`src/shared/rspt_pkg.sv`:
```
// package: constants, register map and state types of the reset status block
package rspt_pkg;
    // apb register byte offsets
    localparam logic [7:0] ADDR_RESET_CONTROL_REG = 8'h00;
    localparam logic [7:0] ADDR_STAT = 8'h04;
    localparam logic [7:0] ADDR_CFG = 8'h08;
    localparam logic [7:0] ADDR_CMD = 8'h0c;
    // reset_control_reg bit positions
    localparam int BIT_BOR = 0;
    localparam int BIT_POR = 1;
    localparam int BIT_PD = 2;
    localparam int BIT_TO = 3;
    localparam int BIT_RI = 4;
    localparam int BIT_CM = 5;
    // status register bit positions
    localparam int BIT_STACK_FULL_FLAG = 0;
    localparam int BIT_STACK_UNDERFLOW_FLAG = 1;
    localparam int BIT_INRST = 2;
    localparam int BIT_POWERUP_TIMER_RUN = 3;
    // cfg register bit positions (config_word_2_low copy)
    localparam int BIT_POWERUP_TIMER_EN = 0;
    localparam int BIT_STACK_OVERFLOW_RESET_EN = 1;
    // command register bits
    localparam int BIT_CMD_RESET = 0;
    localparam int BIT_CMD_SLEEP = 1;
    localparam int BIT_CMD_CLRWDT = 2;
    // reset values
    localparam logic [5:0] RESET_CONTROL_REG_POR_VALUE = 6'h3c;
    localparam logic [7:0] CFG_RESET = 8'h03;
    localparam logic [20:0] RESET_VECTOR = 21'h000000;
    localparam logic [20:0] VEC_HIGH = 21'h000008;
    localparam logic [20:0] VEC_LOW = 21'h000018;
    localparam logic [20:0] PC_STEP = 21'h000002;
    // power-up timer: 13-bit counter, 2048 slow ticks of 32 us
    localparam int POWERUP_TIMER_BITS = 13;
    localparam logic [12:0] POWERUP_TIMER_TICKS = 13'h0800;
    localparam int SLOW_PERIOD_US = 32;
    localparam int MCLK_MHZ = 10;
    localparam int CFG_WORDS = 4;

    typedef enum logic [1:0] {
        RSPT_RUN_FULL,
        RSPT_RUN_PM,
        RSPT_IDLE_SLEEP
    } rspt_pmode_e;

    typedef enum logic [2:0] {
        RSPT_ST_POR,
        RSPT_ST_POWERUP_TIMER,
        RSPT_ST_HOLD,
        RSPT_ST_RELEASE,
        RSPT_ST_RUN
    } rspt_phase_e;

    typedef struct packed {
        logic poweron;
        logic brownout;
        logic lowpower_brownout;
        logic wdt_timeout;
        logic stack_full;
        logic stack_underflow;
        logic reset_instr;
        logic wake_irq;
    } rspt_event_s;

    typedef struct packed {
        rspt_phase_e phase;
        logic [5:0] reset_control_reg;
        logic stack_full_flag;
        logic stack_underflow_flag;
        logic [7:0] cfg;
        logic [12:0] powerup_timer_cnt;
        logic [2:0] pin_sync;
        logic pin_level;
        logic [2:0] osc_sync;
        logic osc_level;
        logic reload;
        logic [20:0] pc_load;
        logic pc_load_valid;
        logic [31:0] prdata;
    } rspt_state_s;
endpackage : rspt_pkg

```
`src/rtl/rspt_core.sv`:
```
// reset status flags, configuration watch and power-up timer
//
// Decided for this implementation: the address map and the APB slave port.
`timescale 1ns/1ps

// Summary of operation
// - brown-out or power-on clears brownout_flag
// - low-power brown-out rearms power-on, clears brownout_flag too
// - compare config against shadows every cycle in run phase
// - mismatch clears cfg_mismatch_flag, power-on and brown-out set it
// - mismatch acts as pin reset, reloads config
// - timer runs only when powerup_timer_en set
// - 13-bit timer on slow oscillator, 2048 ticks
// - hold reset while timer counts
// - timer starts after power-on pulse ends
// - timer runs under low pin; expired starts
// - undefined registers untouched by non-power resets
// - watchdog wake-up leaves registers unchanged
// - pin reset in run mode sets timeout
// - pin reset in sleep: timeout 1, powerdown 0
// - pin reset at full power keeps flags
// - stack full reset sets stack_full_flag
// - underflow flags; resets only when enabled
// - watchdog in run clears timeout, vector zero
// - watchdog in sleep clears both, pc plus two
// - interrupt wake clears powerdown, pc plus two
// - interrupt wake with enable loads vector
// - power-on clears poweron_flag and brownout_flag
// - reset instruction clears reset_instr_flag
module rspt_core #(
    parameter int POWERUP_TIMER_COUNT = 2048
) (
    input wire logic mclk,
    input wire logic reset_n,
    input wire logic psel,
    input wire logic penable,
    input wire logic pwrite,
    input wire logic [7:0] paddr,
    input wire logic [31:0] pwdata,
    output logic [31:0] prdata,
    output logic pready,
    output logic pslverr,
    input wire logic external_reset_pin_n,
    input wire logic slow_internal_osc,
    input wire rspt_pkg::rspt_event_s events,
    input wire rspt_pkg::rspt_pmode_e pmode,
    input wire logic high_global_int_enable,
    input wire logic low_global_int_enable,
    input wire logic high_priority_irq,
    input wire logic [31:0] cfg_words,
    input wire logic [31:0] cfg_shadow,
    input wire logic [31:0] cfg_nv_words,
    input wire logic [20:0] pc_now,
    output logic core_reset_n,
    output logic cfg_reload,
    output logic cfg_mismatch_reset,
    output logic [20:0] pc_load,
    output logic pc_load_valid
);
    rspt_pkg::rspt_state_s st;
    rspt_pkg::rspt_state_s next_st;
    logic [rspt_pkg::CFG_WORDS-1:0] pair_bad;
    logic mismatch;

    // ------------------------------------------------------------
    // configuration watch
    // ------------------------------------------------------------
    // shadows hold complements; one comparator per byte
    genvar gi;
    generate
        for (gi = 0; gi < rspt_pkg::CFG_WORDS; gi++) begin : g_cmp
            assign pair_bad[gi] = (cfg_words[gi*8 +: 8]
                                   != ~cfg_shadow[gi*8 +: 8]);
        end
    endgenerate
    // no check while config is being reloaded
    assign mismatch = |pair_bad && st.phase == rspt_pkg::RSPT_ST_RUN;

    // ------------------------------------------------------------
    // apb slave: zero wait states
    // ------------------------------------------------------------
    logic wr_en;
    logic rd_en;
    logic addr_ok;
    assign wr_en = psel && penable && pwrite;
    assign rd_en = psel && !penable && !pwrite;
    assign addr_ok = paddr == rspt_pkg::ADDR_RESET_CONTROL_REG
                     || paddr == rspt_pkg::ADDR_STAT
                     || paddr == rspt_pkg::ADDR_CFG
                     || paddr == rspt_pkg::ADDR_CMD;
    assign pready = 1'b1;
    assign pslverr = psel && penable && !addr_ok;

    // ------------------------------------------------------------
    // next state
    // ------------------------------------------------------------
    logic osc_rise;
    logic powerup_timer_on;
    logic pin_reset;
    logic hard_reset;
    logic stack_underflow_flag_reset;
    logic cmd_reset;
    always_comb begin
        next_st = st;
        next_st.reload = 1'b0;
        next_st.pc_load_valid = 1'b0;
        // three-stage synchronisers; second and third must agree
        next_st.pin_sync = {st.pin_sync[1:0], external_reset_pin_n};
        if (st.pin_sync[1] == st.pin_sync[2]) begin
            next_st.pin_level = st.pin_sync[2];
        end
        next_st.osc_sync = {st.osc_sync[1:0], slow_internal_osc};
        if (st.osc_sync[1] == st.osc_sync[2]) begin
            next_st.osc_level = st.osc_sync[2];
        end
        osc_rise = next_st.osc_level && !st.osc_level;
        powerup_timer_on = st.cfg[rspt_pkg::BIT_POWERUP_TIMER_EN];
        pin_reset = !st.pin_level;
        cmd_reset = wr_en && paddr == rspt_pkg::ADDR_CMD
                    && pwdata[rspt_pkg::BIT_CMD_RESET];
        stack_underflow_flag_reset = events.stack_underflow
                       && st.cfg[rspt_pkg::BIT_STACK_OVERFLOW_RESET_EN];
        hard_reset = 1'b0;

        // software writes first so hardware events win over them
        if (wr_en && paddr == rspt_pkg::ADDR_RESET_CONTROL_REG) begin
            next_st.reset_control_reg[rspt_pkg::BIT_BOR] = pwdata[rspt_pkg::BIT_BOR];
            next_st.reset_control_reg[rspt_pkg::BIT_POR] = pwdata[rspt_pkg::BIT_POR];
            next_st.reset_control_reg[rspt_pkg::BIT_RI] = pwdata[rspt_pkg::BIT_RI];
            next_st.reset_control_reg[rspt_pkg::BIT_CM] = pwdata[rspt_pkg::BIT_CM];
        end
        if (wr_en && paddr == rspt_pkg::ADDR_STAT) begin
            next_st.stack_full_flag = pwdata[rspt_pkg::BIT_STACK_FULL_FLAG];
            next_st.stack_underflow_flag = pwdata[rspt_pkg::BIT_STACK_UNDERFLOW_FLAG];
        end
        if (wr_en && paddr == rspt_pkg::ADDR_CFG) begin
            next_st.cfg = pwdata[7:0];
        end
        if (wr_en && paddr == rspt_pkg::ADDR_CMD) begin
            if (pwdata[rspt_pkg::BIT_CMD_SLEEP]) begin
                next_st.reset_control_reg[rspt_pkg::BIT_TO] = 1'b1;
                next_st.reset_control_reg[rspt_pkg::BIT_PD] = 1'b0;
            end
            if (pwdata[rspt_pkg::BIT_CMD_CLRWDT]) begin
                next_st.reset_control_reg[rspt_pkg::BIT_TO] = 1'b1;
                next_st.reset_control_reg[rspt_pkg::BIT_PD] = 1'b1;
            end
        end

        // events
        if (events.poweron || events.lowpower_brownout) begin
            // low-power brown-out loads the power-on value, clearing brownout_flag
            next_st.reset_control_reg = rspt_pkg::RESET_CONTROL_REG_POR_VALUE;
            next_st.stack_full_flag = 1'b0;
            next_st.stack_underflow_flag = 1'b0;
            next_st.phase = rspt_pkg::RSPT_ST_POR;
            next_st.powerup_timer_cnt = '0;
        end else if (events.brownout) begin
            next_st.reset_control_reg[rspt_pkg::BIT_BOR] = 1'b0;
            next_st.reset_control_reg[rspt_pkg::BIT_CM] = 1'b1;
            next_st.reset_control_reg[rspt_pkg::BIT_RI] = 1'b1;
            next_st.reset_control_reg[rspt_pkg::BIT_TO] = 1'b1;
            next_st.reset_control_reg[rspt_pkg::BIT_PD] = 1'b1;
            next_st.phase = rspt_pkg::RSPT_ST_POR;
            next_st.powerup_timer_cnt = '0;
        end else if (st.phase == rspt_pkg::RSPT_ST_RUN) begin
            if (mismatch) begin
                next_st.reset_control_reg[rspt_pkg::BIT_CM] = 1'b0;
                hard_reset = 1'b1;
            end
            if (cmd_reset) begin
                next_st.reset_control_reg[rspt_pkg::BIT_RI] = 1'b0;
                hard_reset = 1'b1;
            end
            if (pin_reset) begin
                hard_reset = 1'b1;
                case (pmode)
                    rspt_pkg::RSPT_RUN_PM: begin
                        next_st.reset_control_reg[rspt_pkg::BIT_TO] = 1'b1;
                    end
                    rspt_pkg::RSPT_IDLE_SLEEP: begin
                        next_st.reset_control_reg[rspt_pkg::BIT_TO] = 1'b1;
                        next_st.reset_control_reg[rspt_pkg::BIT_PD] = 1'b0;
                    end
                    default: begin
                    end
                endcase
            end
            if (events.stack_full && st.cfg[rspt_pkg::BIT_STACK_OVERFLOW_RESET_EN]) begin
                next_st.stack_full_flag = 1'b1;
                hard_reset = 1'b1;
            end
            if (events.stack_underflow) begin
                next_st.stack_underflow_flag = 1'b1;
                hard_reset = hard_reset || stack_underflow_flag_reset;
            end
            if (events.wdt_timeout) begin
                next_st.reset_control_reg[rspt_pkg::BIT_TO] = 1'b0;
                if (pmode == rspt_pkg::RSPT_IDLE_SLEEP) begin
                    // wake, not reset: registers untouched
                    next_st.reset_control_reg[rspt_pkg::BIT_PD] = 1'b0;
                    next_st.pc_load = 21'(pc_now + rspt_pkg::PC_STEP);
                    next_st.pc_load_valid = 1'b1;
                end else begin
                    hard_reset = 1'b1;
                end
            end else if (events.wake_irq && pmode != rspt_pkg::RSPT_RUN_FULL) begin
                next_st.reset_control_reg[rspt_pkg::BIT_PD] = 1'b0;
                next_st.pc_load_valid = 1'b1;
                if (high_global_int_enable || low_global_int_enable) begin
                    next_st.pc_load = high_priority_irq
                        ? rspt_pkg::VEC_HIGH : rspt_pkg::VEC_LOW;
                end else begin
                    next_st.pc_load = 21'(pc_now + rspt_pkg::PC_STEP);
                end
            end
            if (hard_reset) begin
                next_st.phase = rspt_pkg::RSPT_ST_HOLD;
                next_st.reload = 1'b1;
                next_st.pc_load_valid = 1'b0;
            end
        end else begin
            // ------------------------------------------------------------
            // startup sequence
            // ------------------------------------------------------------
            case (st.phase)
                rspt_pkg::RSPT_ST_POR: begin
                    // power-on pulse ends on this cycle; reload config
                    next_st.reload = 1'b1;
                    next_st.powerup_timer_cnt = '0;
                    next_st.phase = powerup_timer_on ? rspt_pkg::RSPT_ST_POWERUP_TIMER
                                            : rspt_pkg::RSPT_ST_HOLD;
                end
                rspt_pkg::RSPT_ST_POWERUP_TIMER: begin
                    // counts regardless of pin level
                    if (osc_rise) begin
                        next_st.powerup_timer_cnt = 13'(st.powerup_timer_cnt + 13'h0001);
                    end
                    if (st.powerup_timer_cnt >= 13'(POWERUP_TIMER_COUNT)) begin
                        next_st.phase = rspt_pkg::RSPT_ST_HOLD;
                    end
                end
                rspt_pkg::RSPT_ST_HOLD: begin
                    if (!pin_reset) begin
                        next_st.phase = rspt_pkg::RSPT_ST_RELEASE;
                    end
                end
                rspt_pkg::RSPT_ST_RELEASE: begin
                    next_st.pc_load = rspt_pkg::RESET_VECTOR;
                    next_st.pc_load_valid = 1'b1;
                    next_st.phase = rspt_pkg::RSPT_ST_RUN;
                end
                default: begin
                    next_st.phase = rspt_pkg::RSPT_ST_RUN;
                end
            endcase
        end

        if (st.reload) begin
            next_st.cfg = cfg_nv_words[7:0];
        end

        // read data registered in the setup phase
        if (rd_en) begin
            case (paddr)
                rspt_pkg::ADDR_RESET_CONTROL_REG: next_st.prdata = {26'h0, st.reset_control_reg};
                rspt_pkg::ADDR_STAT: next_st.prdata = {28'h0,
                    st.phase == rspt_pkg::RSPT_ST_POWERUP_TIMER,
                    st.phase != rspt_pkg::RSPT_ST_RUN,
                    st.stack_underflow_flag, st.stack_full_flag};
                rspt_pkg::ADDR_CFG: next_st.prdata = {24'h0, st.cfg};
                default: next_st.prdata = 32'h0;
            endcase
        end
    end

    // ------------------------------------------------------------
    // state register
    // ------------------------------------------------------------
    // flags untouched by non-power resets live here, not in the
    // cpu-side reset domain
    always_ff @(posedge mclk or negedge reset_n) begin
        if (!reset_n) begin
            st <= '{phase: rspt_pkg::RSPT_ST_POR,
                    reset_control_reg: rspt_pkg::RESET_CONTROL_REG_POR_VALUE,
                    cfg: rspt_pkg::CFG_RESET,
                    pin_sync: 3'h0,
                    pc_load: rspt_pkg::RESET_VECTOR,
                    default: '0};
        end else begin
            st <= next_st;
        end
    end

    assign core_reset_n = st.phase == rspt_pkg::RSPT_ST_RUN;
    assign cfg_reload = st.reload;
    assign cfg_mismatch_reset = mismatch;
    assign pc_load = st.pc_load;
    assign pc_load_valid = st.pc_load_valid;
    assign prdata = st.prdata;
endmodule : rspt_core

```
`config.mk`:
```
export PLATFORM = sky130hd
export DESIGN_NAME = rspt_core
export DESIGN_NICKNAME = d
export VERILOG_FILES = /design/src/shared/rspt_pkg.sv /design/src/rtl/rspt_core.sv
export SDC_FILE = /design/constraint.sdc
export NUM_CORES = 1
export LEC_CHECK = 0
export BUFFER_PORTS_ARGS = -buffer_cell sky130_fd_sc_hd__buf_2
export CAP_MARGIN = 0
export CORE_UTILIZATION = 49
export DETAILED_ROUTE_END_ITERATION = 8
export PLACE_DENSITY = 0.94
export SYNTH_ARGS = -nofsm -noshare
export SYNTH_HDL_FRONTEND = slang
export SYNTH_SLANG_ARGS = --single-unit
```
`constraint.sdc`:
```
create_clock -name mclk -period 4.35 [get_ports mclk]
set_input_delay 0.87 -clock mclk [delete_from_list [all_inputs] [get_ports mclk]]
set_output_delay 0.87 -clock mclk [all_outputs]
set_load 0.01 [all_outputs]
```
==> metrics.cfg <==
[outcome]
status=complete, no violations

[clock_network]
cts_sinks=71
cts_max_path_buffers=2
clock_latency_ps=360
cts_made_buffers=9
post_cts_buffers=0
post_cts_resized=0
ctsHoldBuffers=0
cts_tree=built
clk_pin_slew_ps=70
root_buffer=clkbuf_8
htreeDepth=3

[grt]
grt_max_degree=50
grt_pass1_vias=3840
antenna_found_initial=0
grt_overflow_total=0
grt_usage_pct=22.41
grt_pass1_wl_mm=17.27

[yosys]
synth-seq-cells=71
synth_seq_area_share_pct=40.18
synth_ff_type=dfrtp_1
synth_edf_count=0
ys.warnings.count=0
synth_cell_types=54
syn_avg_cell_area_um2=9.062
syn-cell-area_um2=4441
syn_inst=490
async_reset_ff_share_pct=100.0

[cells_and_area]
area.growth.synth_to_final_pct=17.10
post-route-util_pct=59.34
n_antenna_cell=0
layout.nets=799
drive_gt1_share_pct=31.14
finalNonFillerCells=731
nFillCells=740

[drt]
routed_wl_mm=10.26
firstDrtPassIters=4
detail_route.vias_per_cell=5.304
vias=3877
drt-initial-drc-count=175
wl_per_cell_um=14.03
ant_nets=0
drc_errors=0

[worst_hold_path]
whs_path_depth=0
hold_start=next_st[61]
hold_path_end=next_st[62]
hold_path_class=flop to flop

[critical_path]
r2r_start=st[92]
cp-end-kind=output pin
start_kind=input port
rrSetupSlack_ps=1940
required_ps=3480
crit_type=input port to output pin
cp_max_fo=4
crit_arrival_ps=2320
r2r-end=pc_load_valid
rr_worst_depth=7

[floorplan]
die_area_um2=9447
start_util_pct=50.67
pin_count=236
fp-row-count=34
core-area_um2=8763
die_w_um=97.20
die_h_um=97.20

[timing]
fin_crit_ps=3188
clock_skew_ps=12.13
max_freq_ghz=0.3137
hold_viol=0
rsz0062_at_grt=false
holdWs_ps=353.3
worst_slack_ps=1162
setup_viol=0
slew_violations=0
slew_headroom_pct=20.02
tightestPinTransition_ps=1192
period_share_pct=73.28
fin_setup_tns_ps=0

[placed_design]
pre_cts_slack_ps=1189
hpwl_mm=8.014
io_buffer_count=161
dp.cells=715
place_congestion=0.8753

[power]
ir_drop_uv=156.3
p_per_area_nw_per_um2=276.6
leakagePower_nw=2.487

[run]
maxCapViolations=0

-- cell usage in the layout, fill, tap and decap left out, types with 3 or more instances in the layout --
cell type  count
xor2_1        18
clkbuf_8       9
a22o_1         4
o21ai_0       49
ha_1           4
nand4_1       10
dfstp_2        6
nand2b_1       4
a21oi_1       12
xnor2_1       39
o31ai_1        3
nand2_1       56
a211oi_1       4
nor3_1         6
buf_2        161
a31oi_1        5
mux2i_1       19
dfrtp_1       65
conb_1        25
nor2_1        34
clkinv_4       3
or3_1          4
o2111ai_1      4
and4_1         3
nor2b_1        3
inv_1         10
nand3_1       15
nor4_1         8
and3_1         7
-- sequential cells by signal, summed over array words and instances (netlist names) --
name,count
next_st,4
cfg_reload,1
prdata,8
st,35
powerup_timer_on,1
pc_load_valid,1
pc_load,21
-- how the worst max path moves through the flow --
stage             startpoint            endpoint  slack, ps
3_3_place_gp   cfg_shadow[1]  cfg_mismatch_reset       1200
3_5_place_dp   cfg_shadow[1]  cfg_mismatch_reset       1190
5_1_grt         cfg_words[1]  cfg_mismatch_reset       1080
2_1_floorplan  cfg_words[30]  cfg_mismatch_reset       1810
6_report       cfg_shadow[1]  cfg_mismatch_reset       1160
4_1_cts        cfg_shadow[1]  cfg_mismatch_reset       1180
-- logic make-up after synthesis --
kind of cell	share of synthesized area, %
xor gates and xnor gates	11.24
other	0.1691
DFF	40.18
AOI/OAI and AO/OA	11.95
buffers and inverters	11.78
muxes	4.283
and+or+nand+nor	18.82
adders and majority gates	1.578
-- worst max-delay path, cell delays in order --
cell     delay [ps]
buf_2           100
xnor2_1         110
nor4_1          360
nand4_1         240
nor2_1          340
nor2_1          130
buf_2           160
-- Yosys cell counts (3+ instances only) --
cell | n | area [um2]
a211oi_1 | 4 | 30.03
a21oi_1 | 12 | 60.06
a22o_1 | 4 | 35.03
a31oi_1 | 5 | 31.28
and3_1 | 7 | 43.79
and4_1 | 3 | 26.28
buf_2 | 3 | 15.01
buf_4 | 54 | 405.4
clkbuf_1 | 8 | 30.03
dfrtp_1 | 65 | 1627
dfstp_2 | 6 | 157.7
ha_1 | 4 | 50.05
inv_1 | 10 | 37.54
mux2i_1 | 19 | 190.2
nand2_1 | 56 | 210.2
nand2b_1 | 4 | 25.02
nand3_1 | 15 | 75.07
nand4_1 | 10 | 62.56
nor2_1 | 34 | 127.6
nor2b_1 | 3 | 18.77
nor3_1 | 6 | 30.03
nor4_1 | 8 | 50.05
o2111ai_1 | 4 | 35.03
o21ai_0 | 50 | 250.2
o31ai_1 | 3 | 22.52
or3_1 | 4 | 25.02
xnor2_1 | 39 | 341.6
xor2_1 | 18 | 157.7
-- power by group --
group	leakage [nW]	switching (W)	internal (W)
combinational	1.45	0.000111	0.0000981
sequential	0.943	0.0000206	0.000685
clock	0.0927	0.000256	0.000267
total	2.49	0.000388	0.00105
-- layout make-up --
class / count / area, um2 / share of cell area [%]
Multi-Input combinational cell: 362 / 2220 / 42.69
Clock inverter: 6 / 71.32 / 1.372
Sequential cell: 71 / 1784 / 34.31
Tap cell: 108 / 135.1 / 2.599
Timing Repair Buffer: 163 / 820.8 / 15.78
Inverter: 11 / 41.29 / 0.7940
Clock buffer: 10 / 127.6 / 2.454
-- per-stage QoR --
step / cell area (um2) / total power (W)
after floorplan: 4527 / 0.0008343
after global placement: 5001 / 0.0009136
after CTS: 5200 / 0.001444
after global routing: 5200 / 0.001499
final: 5200 / 0.001438
after detailed placement: 5001 / 0.0009252
-- metal layers --
layer  global-route usage (%)  up-vias  wire (um)  share of wire [%]
met1                    26.35     1812       4170                 41
met4                    7.463        0        208                2.0
met2                    39.54      172       5175                 50
met5                        0        -          0                  0
met3                    5.899       24        703                6.9
li1                         -     1869          -                  -
Note: power is estimated with default switching activity, not from simulation.
